[src/hub_cfg_defs.svh]
`ifndef HUB_CFG_DEFS_SVH
`define HUB_CFG_DEFS_SVH

// ==========================================================
// Register offsets
`define CHG_CFG_ADDR 8'h0a
`define SWAP_CTRL_ADDR 8'h0b

// ==========================================================
// Charging and power configuration fields
`define CHG_UNLOCK_BIT 6
`define PWR_POL_BIT 5
`define DIV_SEL_BIT 4
`define CHG_SPARE_MSB 3
`define CHG_SPARE_LSB 2
`define AUTO_DIS_BIT 1
`define CHG_CFG_RESET 8'h10

// ==========================================================
// Port swap control fields
`define SWAP_UNLOCK_BIT 7
`define SWAP_FIELD_MSB 4
`define SWAP_CTRL_RESET 8'h00

// ==========================================================
// Outputs and strap timing
`define PWR_OUT_RESET 4'hf
`define STRAP_SETTLE 2'h2

`endif

[src/hub_cfg_pkg.sv]
`default_nettype none

package hub_cfg_pkg;

    // Charging behaviour offered on one downstream port
    typedef enum logic [1:0] {
        CHG_OFF,
        CHG_CDP,
        CHG_DCP,
        CHG_AUTO
    } charge_mode_t;

    // One configuration byte
    typedef logic [7:0] cfg_byte_t;

endpackage

`default_nettype wire

[src/hub_charging_polarity_config_regs.sv]
`timescale 1ns/1ps
`default_nettype none
`include "hub_cfg_defs.svh"

module hub_charging_polarity_config_regs #(
    parameter int NUM_DS_PORTS = 4
) (
    // Clock and reset
    input wire logic clk_sys_i,
    input wire logic reset_n_i,
    // Configuration access from EEPROM loader or SMBus host
    input wire logic [7:0] cfg_addr_i,
    input wire logic cfg_wr_i,
    input wire logic [7:0] cfg_wdata_i,
    output logic [7:0] cfg_rd_data_o,
    // One-time-programmable defaults
    input wire logic otp_high_current_divider_select_i,
    input wire logic [4:0] otp_port_dm_dp_swap_i,
    // Strap pins
    input wire logic power_polarity_strap_pin_i,
    input wire logic auto_charge_strap_pin_i,
    // Hub status
    input wire logic upstream_connected_i,
    input wire logic [3:0] charge_port_enable_i,
    input wire logic [3:0] port_power_request_i,
    // Steering outputs
    output logic [3:0] power_switch_enable_out_o,
    output hub_cfg_pkg::charge_mode_t [3:0] charge_mode_o,
    output logic divider_mode_three_o,
    output logic [4:0] port_dm_dp_swap_o
);

    // ==========================================================
    // Elaboration check: the field layout is fixed at four ports
    if (NUM_DS_PORTS != 4) begin : g_bad_ports
        $error("Register layout serves exactly four downstream ports");
    end

    // ==========================================================
    // Strap capture
    logic [1:0] strap_val; // [0] polarity, [1] auto disable
    logic strap_cap; // Pulse when strap_val is valid

    strap_capture #(
        .WIDTH(2)
    ) u_strap (
        .clk_sys_i(clk_sys_i),
        .reset_n_i(reset_n_i),
        .pins_i({auto_charge_strap_pin_i, power_polarity_strap_pin_i}),
        .value_o(strap_val),
        .capture_o(strap_cap)
    );

    // ==========================================================
    // Configuration registers
    hub_cfg_pkg::cfg_byte_t chg_q; // Charging and power configuration
    hub_cfg_pkg::cfg_byte_t chg_d;
    hub_cfg_pkg::cfg_byte_t swap_q; // Port swap control
    hub_cfg_pkg::cfg_byte_t swap_d;
    logic wr_chg; // Write hits charging register
    logic wr_swap; // Write hits swap register
    logic div_sel; // Effective divider select
    logic [4:0] swap_eff; // Effective swap bits

    assign wr_chg = cfg_wr_i && (cfg_addr_i == `CHG_CFG_ADDR);
    assign wr_swap = cfg_wr_i && (cfg_addr_i == `SWAP_CTRL_ADDR);

    // Locked fields mirror OTP instead of the stored copy
    assign div_sel = chg_q[`CHG_UNLOCK_BIT] ? chg_q[`DIV_SEL_BIT]
                                            : otp_high_current_divider_select_i;
    assign swap_eff = swap_q[`SWAP_UNLOCK_BIT] ? swap_q[`SWAP_FIELD_MSB:0]
                                               : otp_port_dm_dp_swap_i;

    // Next register values; a write in the capture cycle wins over the strap
    always_comb begin
        chg_d = chg_q;
        swap_d = swap_q;
        if (strap_cap) begin
            chg_d[`PWR_POL_BIT] = strap_val[0];
            chg_d[`AUTO_DIS_BIT] = strap_val[1];
        end
        if (wr_chg) begin
            chg_d[`CHG_UNLOCK_BIT] = cfg_wdata_i[`CHG_UNLOCK_BIT];
            chg_d[`PWR_POL_BIT] = cfg_wdata_i[`PWR_POL_BIT];
            chg_d[`CHG_SPARE_MSB:`CHG_SPARE_LSB] = cfg_wdata_i[`CHG_SPARE_MSB:`CHG_SPARE_LSB];
            chg_d[`AUTO_DIS_BIT] = cfg_wdata_i[`AUTO_DIS_BIT];
            // The unlock in the same write already opens the select
            if (cfg_wdata_i[`CHG_UNLOCK_BIT]) begin
                chg_d[`DIV_SEL_BIT] = cfg_wdata_i[`DIV_SEL_BIT];
            end
        end
        if (wr_swap) begin
            swap_d[`SWAP_UNLOCK_BIT] = cfg_wdata_i[`SWAP_UNLOCK_BIT];
            // Locked swap bits keep their value
            if (cfg_wdata_i[`SWAP_UNLOCK_BIT]) begin
                swap_d[`SWAP_FIELD_MSB:0] = cfg_wdata_i[`SWAP_FIELD_MSB:0];
            end
        end
    end

    // Configuration registers; reserved bits are never loaded
    always_ff @(posedge clk_sys_i or negedge reset_n_i) begin
        if (!reset_n_i) begin
            chg_q <= `CHG_CFG_RESET;
            swap_q <= `SWAP_CTRL_RESET;
        end else begin
            chg_q <= chg_d;
            swap_q <= swap_d;
        end
    end

    // ==========================================================
    // Read path, one cycle behind the address
    hub_cfg_pkg::cfg_byte_t rd_d;
    hub_cfg_pkg::cfg_byte_t rd_q;

    // Assemble read byte; reserved bits and unmapped offsets give zero
    always_comb begin
        rd_d = 8'h00;
        case (cfg_addr_i)
            `CHG_CFG_ADDR: begin
                rd_d[`CHG_UNLOCK_BIT] = chg_q[`CHG_UNLOCK_BIT];
                rd_d[`PWR_POL_BIT] = chg_q[`PWR_POL_BIT];
                rd_d[`DIV_SEL_BIT] = div_sel;
                rd_d[`CHG_SPARE_MSB:`CHG_SPARE_LSB] = chg_q[`CHG_SPARE_MSB:`CHG_SPARE_LSB];
                rd_d[`AUTO_DIS_BIT] = chg_q[`AUTO_DIS_BIT];
            end
            `SWAP_CTRL_ADDR: begin
                rd_d[`SWAP_UNLOCK_BIT] = swap_q[`SWAP_UNLOCK_BIT];
                rd_d[`SWAP_FIELD_MSB:0] = swap_eff;
            end
            default: begin
                rd_d = 8'h00;
            end
        endcase
    end

    // Read data register
    always_ff @(posedge clk_sys_i or negedge reset_n_i) begin
        if (!reset_n_i) begin
            rd_q <= 8'h00;
        end else begin
            rd_q <= rd_d;
        end
    end

    assign cfg_rd_data_o = rd_q;

    // ==========================================================
    // Port steering outputs
    logic [3:0] pwr_d;
    logic [3:0] pwr_q;
    hub_cfg_pkg::charge_mode_t [3:0] mode_d;
    hub_cfg_pkg::charge_mode_t [3:0] mode_q;
    logic div3_d;
    logic div3_q;
    logic [4:0] swap_out_q;

    // Next steering values from the configuration and hub status
    always_comb begin
        // Polarity bit picks the active level of every enable
        pwr_d = chg_q[`PWR_POL_BIT] ? port_power_request_i : ~port_power_request_i;
        div3_d = div_sel;
        for (int i = 0; i < 4; i++) begin
            if (!charge_port_enable_i[i]) begin
                mode_d[i] = hub_cfg_pkg::CHG_OFF;
            end else if (upstream_connected_i) begin
                mode_d[i] = hub_cfg_pkg::CHG_CDP;
            end else if (!chg_q[`AUTO_DIS_BIT]) begin
                mode_d[i] = hub_cfg_pkg::CHG_AUTO;
            end else begin
                // Unconnected and restricted: only the dedicated mode fits
                mode_d[i] = hub_cfg_pkg::CHG_DCP;
            end
        end
    end

    // Steering registers; power enables start deasserted for active low
    always_ff @(posedge clk_sys_i or negedge reset_n_i) begin
        if (!reset_n_i) begin
            pwr_q <= `PWR_OUT_RESET;
            mode_q <= '{4{hub_cfg_pkg::CHG_OFF}};
            div3_q <= 1'b0;
            swap_out_q <= 5'h00;
        end else begin
            pwr_q <= pwr_d;
            mode_q <= mode_d;
            div3_q <= div3_d;
            swap_out_q <= swap_eff;
        end
    end

    assign power_switch_enable_out_o = pwr_q;
    assign charge_mode_o = mode_q;
    assign divider_mode_three_o = div3_q;
    assign port_dm_dp_swap_o = swap_out_q;
endmodule

`default_nettype wire

[src/strap_capture.sv]
`timescale 1ns/1ps
`default_nettype none
`include "hub_cfg_defs.svh"

module strap_capture #(
    parameter int WIDTH = 2
) (
    // Clock and reset
    input wire logic clk_sys_i,
    input wire logic reset_n_i,
    // Strap pins, asynchronous to the clock
    input wire logic [WIDTH-1:0] pins_i,
    // Sampled straps and their one-cycle capture strobe
    output logic [WIDTH-1:0] value_o,
    output logic capture_o
);

    // ==========================================================
    // Elaboration check
    if (WIDTH < 1) begin : g_bad_width
        $error("strap_capture needs at least one pin");
    end

    logic [WIDTH-1:0] sync1_q; // First stage, read only by sync2_q
    logic [WIDTH-1:0] sync2_q; // Stable copy of the pins
    logic [1:0] cnt_q; // Cycles since reset release, saturates
    logic [1:0] cnt_d;

    // ==========================================================
    // Settling counter: the pins are only trusted once both stages refilled
    always_comb begin
        cnt_d = cnt_q;
        if (cnt_q <= `STRAP_SETTLE) begin
            cnt_d = cnt_q + 2'h1;
        end
    end

    // Synchroniser and counter registers
    always_ff @(posedge clk_sys_i or negedge reset_n_i) begin
        if (!reset_n_i) begin
            sync1_q <= '0;
            sync2_q <= '0;
            cnt_q <= 2'h0;
        end else begin
            sync1_q <= pins_i;
            sync2_q <= sync1_q;
            cnt_q <= cnt_d;
        end
    end

    // One pulse, two edges after release, never again until next reset
    assign capture_o = (cnt_q == `STRAP_SETTLE);
    assign value_o = sync2_q;

endmodule

`default_nettype wire
[config.mk]
export PLATFORM = sky130hd
export DESIGN_NAME = hub_charging_polarity_config_regs
export DESIGN_NICKNAME = d
export VERILOG_FILES = /design/src/hub_cfg_pkg.sv /design/src/hub_charging_polarity_config_regs.sv /design/src/strap_capture.sv
export VERILOG_INCLUDE_DIRS = /design/src
export SDC_FILE = /design/constraint.sdc
export NUM_CORES = 1
export LEC_CHECK = 0
export BUFFER_PORTS_ARGS = -buffer_cell sky130_fd_sc_hd__buf_2
export CORE_MARGIN = 1.5
export CORE_UTILIZATION = 30
export DETAILED_ROUTE_END_ITERATION = 12
export GPL_ROUTABILITY_DRIVEN = 0
export RECOVER_POWER = 25
export SETUP_SLACK_MARGIN = 0.2
export SYNTH_ARGS = -nofsm -noshare
export SYNTH_HDL_FRONTEND = slang
export SYNTH_SLANG_ARGS = --single-unit
[constraint.sdc]
create_clock -name clk_sys_i -period 3.7 [get_ports clk_sys_i]
set_input_delay 0.37 -clock clk_sys_i [delete_from_list [all_inputs] [get_ports clk_sys_i]]
set_output_delay 0.37 -clock clk_sys_i [all_outputs]
set_load 0.005 [all_outputs]
==> impl_metrics.sql, run 1 <==
INSERT INTO impl_metrics (metric_group, metric, value, unit) VALUES
('synthesis', 'synthesized_area_fraction_occupied_by_ao_oa_aoi_and_oai_cells', '3.46', '%'),
('sta', 'timing_worst_slew_pin_value', '2.24', 'ns'),
('floorplanning', 'fp.dieW', '76.6', 'um'),
('grt', 'number_of_antenna_violations_at_the_first_check_in_global_routing', '0', ''),
('drt', 'route.detailed.wl_per_inst', '12.1', 'um'),
('grt', 'gr-total-overflow', '0', ''),
('synthesis', 'synthAdderAreaFrac', '1.54', '%'),
('run_status', 'outcome', 'finished, violations left', ''),
('synthesis', 'yosys.area_share.simple', '10.5', '%'),
('min_path', 'hold_path_class', 'in -> reg', ''),
('sta', 'grt_setup_unrepaired', 'no', ''),
('setup_path', 'start_kind', 'primary input', ''),
('run', 'drv.max_cap_violation_count', '1', ''),
('run_status', 'failing_checks', 'max-capacitance violations, max-slew violations', ''),
('pwr', 'power.ir.vdd_worst', '0.149', 'mV'),
('synthesis', 'synth.cell_area', '1630', 'um^2'),
('sta', 'timing.final.crit_share', '54.5', '%'),
('sta', 'post-route-min-period', '2.02', 'ns'),
('layout', 'final.fill_count', '500', ''),
('setup_path', 'worst-setup-path-type', 'in -> async', ''),
('synthesis', 'syn-instance-count', '107', ''),
('clock_tree', 'postCtsSetupBuffers', '0', ''),
('setup_path', 'cp_max_fo', '44', ''),
('clock_tree', 'h-tree-depth', '2', ''),
('synthesis', 'synth.most_common_cell', 'sky130_fd_sc_hd__dfrtp_1', ''),
('setup_path', 'critical-path-max-stage-delay', '1.57', 'ns'),
('drt', 'drt-total-wl', '2940', 'um'),
('clock_tree', 'cts_resized', '0', ''),
('sta', 'timing.final.hold_violations', '0', ''),
('sta', 'report.final.slew_viol_count', '45', ''),
('layout', 'drive_above_1_share', '53.4', '%'),
('floorplanning', 'design.core.area', '5170', 'um^2'),
('clock_tree', 'clk-insertion-delay-late', '0.29', 'ns'),
('clock_tree', 'hold_buffers', '0', ''),
('synthesis', 'synth.top_cell.area_share', '60.0', '%'),
('setup_path', 'crit_path_cell_trace', 'clkbuf_1', ''),
('synthesis', 'yosys-mux-area-fraction', '12.5', '%'),
('sta', 'final_setup_violation_count', '0', ''),
('pwr', 'power.static_leakage', '1.11', 'nW'),
('pwr', 'finalPower', '0.967', 'mW'),
('clock_tree', 'cts-root-to-sink-buffers', '2', ''),
('clock_tree', 'cts.sinks', '44', ''),
('setup_path', 'timing.critical_path.arrival', '1.96', 'ns'),
('synthesis', 'ys.flop_type', 'sky130_fd_sc_hd__dfrtp_1', ''),
('sta', 'fin_tns_setup', '0', 'ns'),
('synthesis', 'yosys-top-cells-area', 'sky130_fd_sc_hd__dfrtp_1 (60%), sky130_fd_sc_hd__mux2_2 (12%), sky130_fd_sc_hd__dfstp_2 (8.1%)', ''),
('setup_path', 'crit_required', '3.65', 'ns'),
('drt', 'drcViolationCount', '0', ''),
('synthesis', 'synth_sequential_area_ratio', '68.1', '%'),
('floorplanning', 'placementRows', '26', ''),
('grt', 'number_of_global_route_vias_before_repair', '1049', ''),
('place', 'portBuffers', '61', ''),
('setup_path', 'worstPathBufferInverterCount', '1', ''),
('synthesis', 'syn-num-nets', '145', ''),
('setup_path', 'worst_setup_path_end_kind', 'asynchronous set/reset pin', ''),
('synthesis', 'postSynthAreaPerCell', '15.2', 'um^2'),
('setup_path', 'delay_heaviest_family_cp', 'buffers and inverters', ''),
('synthesis', 'synth_area_in_xor_xnor', '2.69', '%'),
('floorplanning', 'fp.dieArea', '5870', 'um^2'),
('synthesis', 'synth_enable_flop_cells', '0', ''),
('place', 'place_hpwl', '2230', 'um'),
('synthesis', 'yosys_warnings', '0', ''),
('synthesis', 'synth.ff_latch_count', '44', ''),
('layout', 'number_of_antenna_repair_diodes', '0', ''),
('clock_tree', 'cts_made_buffers', '5', ''),
('floorplanning', 'design.portCount', '62', ''),
('drt', 'viasPerCell', '4.20', ''),
('sta', 'final.setup_skew', '0.00561', 'ns'),
('clock_tree', 'cts_tree', 'done', ''),
('drt', 'drt-initial-drc-count', '31', ''),
('clock_tree', 'clock_pin_slew_of_the_registers_on_the_worst_case_setup_and_hold_paths', '0.08', 'ns');
==> layout by cell type, fill, tap and decap left out, types with 2 or more instances in the layout <==
master and n:
sky130_fd_sc_hd__buf_2 59, sky130_fd_sc_hd__dfrtp_1 39, sky130_fd_sc_hd__mux2_2 17, sky130_fd_sc_hd__clkbuf_8 6, sky130_fd_sc_hd__xnor2_1 5, sky130_fd_sc_hd__dfstp_2 5
sky130_fd_sc_hd__and2_0 4, sky130_fd_sc_hd__a22o_1 4, sky130_fd_sc_hd__nor2b_1 4, sky130_fd_sc_hd__inv_1 3, sky130_fd_sc_hd__and2_1 2, sky130_fd_sc_hd__nor2_1 2
sky130_fd_sc_hd__and3_1 2, sky130_fd_sc_hd__nand2_1 2, sky130_fd_sc_hd__ha_1 2, sky130_fd_sc_hd__clkbuf_1 2
==> worst reg2reg max path, cell delays in order (launching register included) <==
cell and delay [ns]:
sky130_fd_sc_hd__dfrtp_1 0.42, sky130_fd_sc_hd__inv_1 0.07, sky130_fd_sc_hd__ha_1 0.18, sky130_fd_sc_hd__mux2_2 0.33, sky130_fd_sc_hd__mux2_2 0.26
==> sequential cells by signal, summed over array words and instances (netlist names), 4 cells and up <==
name                       cells
cfg_rd_data_o                  8
chg_q                          6
power_switch_enable_out_o      4
port_dm_dp_swap_o              5
charge_mode_o                  8
swap_q                         6
==> cell type report <==
class | instances | area [um^2] | share of cell area, %
Clock inverter | 2 | 38.8 | 1.82
Multi-Input combinational cell | 58 | 499 | 23.4
Clock buffer | 6 | 82.6 | 3.88
Timing Repair Buffer | 61 | 303 | 14.2
Tap cell | 70 | 87.6 | 4.11
Inverter | 3 | 11.3 | 0.529
Sequential cell | 44 | 1110 | 52.0
==> logic make-up (layout without fill, tap and decap cells) <==
kind of cell	count (synthesis)	in the layout
XOR/XNOR	5	5
multiplexers	18	18
flip-flops	44	44
AND/OR/NAND/NOR	26	26
adder cells (fa/ha/maj)	2	2
AO/OA/AOI/OAI	7	7
buffers and inverters	5	72
==> worst paths after layout <==
check / slack [ns] / start / to / cells after the start
worst max-delay path: 1.68 / reset_n_i / cfg_rd_data_o[7] / 1
worst max register to register: 2.32 / u_strap.cnt_q[0] / chg_q[5] / 4
worst min-delay path: 0.18 / power_polarity_strap_pin_i / u_strap.sync1_q[0] / 1
worst min register to register: 0.35 / u_strap.sync1_q[1] / u_strap.value_o[1] / 0
min in group asynchronous: 0.73 / reset_n_i / charge_mode_o[0] / 1
max in group clk_sys_i: 1.98 / cfg_addr_i[5] / chg_q[5] / 4
==> power breakdown <==
part	internal, mW	switching (mW)
clock network	0.221	0.157
registers	0.506	0.00991
logic	0.0397	0.0338
==> metrics by stage <==
| stage | hold WS (ns) | cell area, um^2 | worst slack [ns] |
|---|---|---|---|
| 2_1_floorplan | 0.0744 | 1630 | 2.03 |
| 3_3_place_gp | 0.333 | 2010 | 1.60 |
| 3_5_place_dp | 0.336 | 2010 | 1.58 |
| 4_1_cts | 0.165 | 2130 | 1.90 |
| 5_1_grt | 0.161 | 2130 | 1.20 |
| 6_report | 0.179 | 2130 | 1.68 |
==> metal layers <==
layer / vias to the layer above / track usage [%] / part of all wire [%]
li1: 495 / - / -
met1: 488 / 13.3 / 42
met2: 36 / 17.8 / 50
met3: 6 / 3.71 / 5.8
met4: 0 / 5.56 / 2.4
met5: - / 0 / 0
No activity file was read; power rests on OpenSTA's default activity.
==> run 2: changes to the inputs <==
==> constraint.sdc (replaced) <==
create_clock -name clk_sys_i -period 1.8 [get_ports clk_sys_i]
set_input_delay 0.18 -clock clk_sys_i [delete_from_list [all_inputs] [get_ports clk_sys_i]]
set_output_delay 0.18 -clock clk_sys_i [all_outputs]
set_load 0.005 [all_outputs]
==> impl_metrics.sql, run 2 (same netlist as run 1, synthesis figures left out) <==
INSERT INTO impl_metrics (metric_group, metric, value, unit) VALUES
('clock_tree', 'cts-root-to-sink-buffers', '2', ''),
('layout', 'final_nets', '217', ''),
('clock_tree', 'cts_made_buffers', '5', ''),
('grt', 'first_pass_grt_wire_length', '4860', 'um'),
('place', 'dpl_cell_area', '2030', 'um^2'),
('setup_path', 'critical-path-max-stage-delay', '0.56', 'ns'),
('place', 'post-place-ws', '0.103', 'ns'),
('sta', 'whs', '0.0250', 'ns'),
('setup_path', 'timing.critical_path.arrival', '1.55', 'ns'),
('setup_path', 'worst-setup-path-type', 'in -> reg', ''),
('clock_tree', 'cts.sinks', '44', ''),
('floorplanning', 'fp.dieW', '76.6', 'um'),
('drt', 'viasPerCell', '4.29', ''),
('sta', 'timing.final.crit_share', '75.9', '%'),
('sta', 'post-route-min-period', '1.37', 'ns'),
('grt', 'number_of_antenna_violations_at_the_first_check_in_global_routing', '0', ''),
('sta', 'report.final.slew_viol_count', '0', ''),
('setup_path', 'r2r_end', 'chg_q[5]', ''),
('setup_path', 'cp-startpoint', 'cfg_addr_i[5]', ''),
('sta', 'timing.slew.headroom', '31.7', '%'),
('setup_path', 'start_kind', 'primary input', ''),
('sta', 'fin_tns_setup', '0', 'ns'),
('run_status', 'outcome', 'finished, final reports clean', ''),
('clock_tree', 'clk-insertion-delay-late', '0.30', 'ns'),
('drt', 'drt-total-wl', '2960', 'um'),
('clock_tree', 'clock_pin_slew_of_the_registers_on_the_worst_case_setup_and_hold_paths', '0.07', 'ns'),
('layout', 'synthToLayoutAreaGrowth', '33.9', '%'),
('pwr', 'finalPower', '2.00', 'mW'),
('drt', 'drcViolationCount', '0', ''),
('place', 'place_hpwl', '2280', 'um'),
('setup_path', 'rrSetupSlack', '0.45', 'ns'),
('grt', 'globalRouteTotalUtil', '10.9', '%'),
('floorplanning', 'die_y', '76.6', 'um'),
('sta', 'setup_slack', '0.434', 'ns'),
('sta', 'timing.final.hold_violations', '0', ''),
('layout', 'number_of_antenna_repair_diodes', '0', ''),
('floorplanning', 'design.portCount', '62', ''),
('sta', 'grt_setup_unrepaired', 'no', ''),
('floorplanning', 'starting_density_of_the_core', '31.4', '%'),
('clock_tree', 'cts_tree', 'done', ''),
('floorplanning', 'placementRows', '26', ''),
('clock_tree', 'postCtsSetupBuffers', '0', ''),
('drt', 'drt-initial-drc-count', '43', ''),
('run', 'drv.max_cap_violation_count', '0', ''),
('setup_path', 'crit_end', 'swap_q[4]', ''),
('sta', 'final_setup_violation_count', '0', ''),
('clock_tree', 'h-tree-depth', '2', ''),
('setup_path', 'r2r_cells', '4', ''),
('grt', 'maximum_number_of_pins_on_one_net_before_global_route_repair', '45', ''),
('setup_path', 'worst_setup_path_end_kind', 'flip-flop', ''),
('pwr', 'power.static_leakage', '1.14', 'nW'),
('setup_path', 'crit_path_cell_trace', 'buf_2, or4_4, nor3_4, mux2_2', ''),
('place', 'dp_cells', '239', ''),
('layout', 'drive_above_1_share', '53.3', '%'),
('layout', 'mostFrequentLayoutCells', 'sky130_fd_sc_hd__buf_2 (60), sky130_fd_sc_hd__dfrtp_1 (39), sky130_fd_sc_hd__mux2_2 (17)', ''),
('sta', 'timing_worst_slew_pin_value', '1.03', 'ns'),
('floorplanning', 'design.core.area', '5170', 'um^2'),
('min_path', 'min_delay_path_depth', '2', ''),
('min_path', 'hold_path_class', 'in -> reg', ''),
('drt', 'drt.antenna.violating_nets', '0', ''),
('setup_path', 'timing.rr.start', 'u_strap.cnt_q[0]', ''),
('pwr', 'power.ir.vdd_worst', '0.333', 'mV'),
('layout', 'postLayoutCoreUtil', '42.1', '%'),
('sta', 'max_clock_freq', '732', 'MHz'),
('floorplanning', 'fp.dieArea', '5870', 'um^2'),
('layout', 'finalNonFillerCells', '250', ''),
('grt', 'gr-total-overflow', '0', ''),
('grt', 'number_of_global_route_vias_before_repair', '1119', ''),
('setup_path', 'critical_path.slowest_cell', 'sky130_fd_sc_hd__or4_4', ''),
('pwr', 'cellPowerDensity', '917', 'nW/um^2'),
('layout', 'post-route-cell-area', '2180', 'um^2'),
('drt', 'route.detailed.wl_per_inst', '11.8', 'um'),
('setup_path', 'crit_required', '1.98', 'ns'),
('layout', 'commonest_non_fill_non_tap_cell_in_the_layout', 'sky130_fd_sc_hd__buf_2', ''),
('setup_path', 'cp_max_fo', '5', ''),
('place', 'portBuffers', '61', ''),
('sta', 'final.setup_skew', '0.00790', 'ns'),
('clock_tree', 'cts.root.buffer_cell', 'sky130_fd_sc_hd__clkbuf_8', ''),
('drt', 'drt_pass1_iterations', '3', ''),
('drt', 'num_vias', '1072', '');
run 2: cell types whose count changed in the layout (fill, tap and decap cells not counted):
cell	previous run	this run
sky130_fd_sc_hd__buf_4	0	1
sky130_fd_sc_hd__dlygate4sd3_1	0	3
sky130_fd_sc_hd__and2_1	2	3
sky130_fd_sc_hd__and2_0	4	3
sky130_fd_sc_hd__buf_2	59	60
sky130_fd_sc_hd__clkbuf_2	0	1
run 2: cell type report:
class	count	area [um^2]
fillers	503	3000
flip-flops and latches	44	1110
multi-input cells	58	499
repair buffers	67	350
well taps	70	87.6
clock buffers	6	82.6
clock inverters	2	38.8
inverters	3	11.3
run 2: power by group:
part,total [mW],switching (mW),internal [mW]
clock,0.776,0.322,0.453
sequential,1.06,0.0207,1.04
combinational,0.159,0.0712,0.0880
run 2: critical path, delay by kind of cell:
kind	cells	cell delay [ns]
buffers and inverters	1	0.10
AND/OR/NAND/NOR	2	0.89
multiplexers	1	0.37
run 2: timing repair:
| item | in CTS | in global routing |
|---|---|---|
| hold endpoints to repair | 41 | 0 |
| hold buffers | 3 | 0 |
| resized for setup | 0 | 0 |
run 2: per-layer routing:
| metal | part of all wire (%) | GRT usage, % | vias to the layer above | wire length [um] |
|---|---|---|---|---|
| met5 | 0 | 0 | - | 0 |
| met4 | 2.1 | 5.00 | 0 | 63 |
| met3 | 7.2 | 4.31 | 6 | 212 |
| met2 | 50 | 18.8 | 36 | 1480 |
| met1 | 41 | 11.5 | 519 | 1200 |
| li1 | - | - | 511 | - |
run 2: worst min-delay path by stage:
stage | startpoint | end | slack [ns]
floorplan | reset_n_i | cfg_rd_data_o[0] | -0.12
global route | port_power_request_i[0] | power_switch_enable_out_o[0] | 0.01
finish | port_power_request_i[2] | power_switch_enable_out_o[2] | 0.03
CTS | port_power_request_i[2] | power_switch_enable_out_o[2] | 0.02
global placement | reset_n_i | charge_mode_o[0] | 0.29
detailed placement | reset_n_i | charge_mode_o[6] | 0.28
==> run 3: changes to the inputs <==
==> constraint.sdc (replaced) <==
create_clock -name clk_sys_i -period 1.3 [get_ports clk_sys_i]
set_input_delay 0.13 -clock clk_sys_i [delete_from_list [all_inputs] [get_ports clk_sys_i]]
set_output_delay 0.13 -clock clk_sys_i [all_outputs]
set_load 0.005 [all_outputs]
==> impl_metrics.sql, run 3 (same netlist as run 1, synthesis figures left out) <==
INSERT INTO impl_metrics (metric_group, metric, value, unit) VALUES
('drt', 'route.detailed.wl_per_inst', '13.8', 'um'),
('floorplanning', 'fp.dieArea', '5870', 'um^2'),
('clock_tree', 'clock_pin_slew_of_the_registers_on_the_worst_case_setup_and_hold_paths', '0.08', 'ns'),
('sta', 'timing_worst_slew_pin_value', '0.509', 'ns'),
('clock_tree', 'cts-root-to-sink-buffers', '2', ''),
('sta', 'max_clock_freq', '773', 'MHz'),
('floorplanning', 'design.core.area', '5170', 'um^2'),
('sta', 'report.final.slew_viol_count', '0', ''),
('layout', 'synthToLayoutAreaGrowth', '53.4', '%'),
('pwr', 'cellPowerDensity', '1160', 'nW/um^2'),
('layout', 'post-route-cell-area', '2490', 'um^2'),
('setup_path', 'delay_heaviest_family_cp', 'multiplexers', ''),
('drt', 'drt_pass1_iterations', '2', ''),
('clock_tree', 'cts_tree', 'done', ''),
('setup_path', 'crit_required', '1.48', 'ns'),
('sta', 'timing.slew.headroom', '66.1', '%'),
('run', 'drv.max_cap_violation_count', '0', ''),
('floorplanning', 'starting_density_of_the_core', '31.4', '%'),
('setup_path', 'start_kind', 'flip-flop', ''),
('pwr', 'power.static_leakage', '1.30', 'nW'),
('sta', 'setup_slack', '0.00696', 'ns'),
('drt', 'drt.antenna.violating_nets', '0', ''),
('floorplanning', 'placementRows', '26', ''),
('setup_path', 'worst-setup-path-type', 'reg -> reg', ''),
('run_status', 'outcome', 'finished, final reports clean', ''),
('clock_tree', 'h-tree-depth', '2', ''),
('sta', 'timing.final.hold_violations', '0', ''),
('setup_path', 'critical-path-max-stage-delay', '0.38', 'ns'),
('setup_path', 'worstPathBufferInverterCount', '1', ''),
('layout', 'postLayoutCoreUtil', '48.2', '%'),
('layout', 'commonest_non_fill_non_tap_cell_in_the_layout', 'sky130_fd_sc_hd__buf_2', ''),
('layout', 'final.fill_count', '467', ''),
('sta', 'final.setup_skew', '0.0105', 'ns'),
('drt', 'drcViolationCount', '0', ''),
('layout', 'number_of_antenna_repair_diodes', '0', ''),
('layout', 'drive_above_1_share', '60.1', '%'),
('sta', 'final_setup_violation_count', '0', ''),
('pwr', 'finalPower', '2.89', 'mW'),
('setup_path', 'critical_path.slowest_cell', 'sky130_fd_sc_hd__dfrtp_1', ''),
('place', 'place_hpwl', '2640', 'um'),
('setup_path', 'timing.critical_path.arrival', '1.48', 'ns'),
('grt', 'number_of_antenna_violations_at_the_first_check_in_global_routing', '0', ''),
('grt', 'first_pass_grt_wire_length', '6030', 'um'),
('place', 'portBuffers', '61', ''),
('floorplanning', 'fp.dieW', '76.6', 'um'),
('layout', 'final_nets', '235', ''),
('min_path', 'hold_path_class', 'in -> reg', ''),
('drt', 'drt-total-wl', '3700', 'um'),
('drt', 'drt-initial-drc-count', '27', ''),
('grt', 'maximum_number_of_pins_on_one_net_before_global_route_repair', '27', ''),
('setup_path', 'cp_max_fo', '2', ''),
('layout', 'mostFrequentLayoutCells', 'sky130_fd_sc_hd__buf_2 (57), sky130_fd_sc_hd__dfrtp_1 (38), sky130_fd_sc_hd__mux2_4 (15)', ''),
('grt', 'number_of_global_route_vias_before_repair', '1255', ''),
('sta', 'grt_setup_unrepaired', 'yes', ''),
('layout', 'multiInputGateArea', '613', 'um^2'),
('drt', 'viasPerCell', '4.38', ''),
('clock_tree', 'cts.sinks', '44', ''),
('floorplanning', 'design.portCount', '62', ''),
('grt', 'globalRouteTotalUtil', '13.7', '%'),
('pwr', 'power.ir.vdd_worst', '0.476', 'mV'),
('layout', 'regArea', '1110', 'um^2'),
('setup_path', 'crit_path_cell_trace', 'inv_1, ha_2, mux2_4, mux2_4', ''),
('sta', 'whs', '0.0527', 'ns'),
('place', 'dpl_cell_area', '2150', 'um^2'),
('setup_path', 'worst_setup_path_end_kind', 'flip-flop', ''),
('clock_tree', 'clk-insertion-delay-late', '0.30', 'ns'),
('drt', 'num_vias', '1175', ''),
('grt', 'gr-total-overflow', '0', ''),
('sta', 'post-route-min-period', '1.29', 'ns'),
('sta', 'timing.final.crit_share', '99.5', '%'),
('place', 'post-place-ws', '-0.289', 'ns'),
('clock_tree', 'cts.root.buffer_cell', 'sky130_fd_sc_hd__clkbuf_8', ''),
('floorplanning', 'die_y', '76.6', 'um'),
('setup_path', 'crit_top_cell', 'sky130_fd_sc_hd__mux2_4', ''),
('clock_tree', 'cts_made_buffers', '5', '');
-- run 3: through the flow --
stage / setup TNS, ns / instances
final: 0 / 268
after global placement: -1.46 / 246
after floorplan: -0.327 / 107
after global routing: -0.0612 / 268
after detailed placement: -1.93 / 246
after CTS: 0 / 265
-- run 3: what timing repair did --
action / CTS / global route
setup endpoints to repair: 12 / 20
hold buffers: 7 / 0
hold endpoints to repair: 19 / 0
gates resized for setup: 12 / 10
pin swaps: 4 / 4
setup buffers: 4 / 3
-- run 3: path summary, 6_finish.rpt --
path	startpoint	to	slack [ns]	cells past startpoint
min	charge_port_enable_i[3]	charge_mode_o[6]	0.05	2
max reg2reg	u_strap.cnt_q[0]	chg_q[5]	0.007	4
max	u_strap.cnt_q[0]	chg_q[5]	0.007	4
min in group asynchronous	reset_n_i	chg_q[6]	0.34	2
max in group asynchronous	reset_n_i	swap_q[7]	0.44	3
min reg2reg	u_strap.sync1_q[0]	u_strap.value_o[0]	0.36	0
-- run 3: worst reg2reg max path, stage by stage, from the launching register on --
cell,delay [ns]
sky130_fd_sc_hd__dfrtp_1,0.38
sky130_fd_sc_hd__inv_1,0.06
sky130_fd_sc_hd__ha_2,0.20
sky130_fd_sc_hd__mux2_4,0.30
sky130_fd_sc_hd__mux2_4,0.25
-- run 3: metal layers --
| metal | GRT usage [%] | wire length (um) |
|---|---|---|
| met3 | 4.79 | 262 |
| met1 | 16.0 | 1530 |
| met4 | 6.30 | 91 |
| met5 | 0 | 0 |
| met2 | 22.7 | 1820 |
-- run 3: report_power, final --
part           switching [mW]  internal (mW)  leakage, nW  total (mW)
clock network           0.438          0.678       0.0645        1.12
registers              0.0283           1.44        0.552        1.47
logic                   0.127          0.178        0.683       0.305
-- run 3: area by class of cell --
type	count	area share, %
clock buffer	7	3.86
clock inverter	1	1.20
inverter	3	0.452
multi-input combinational	58	24.6
sequential	44	44.5
tap	70	3.51
timing repair buffer	85	21.9
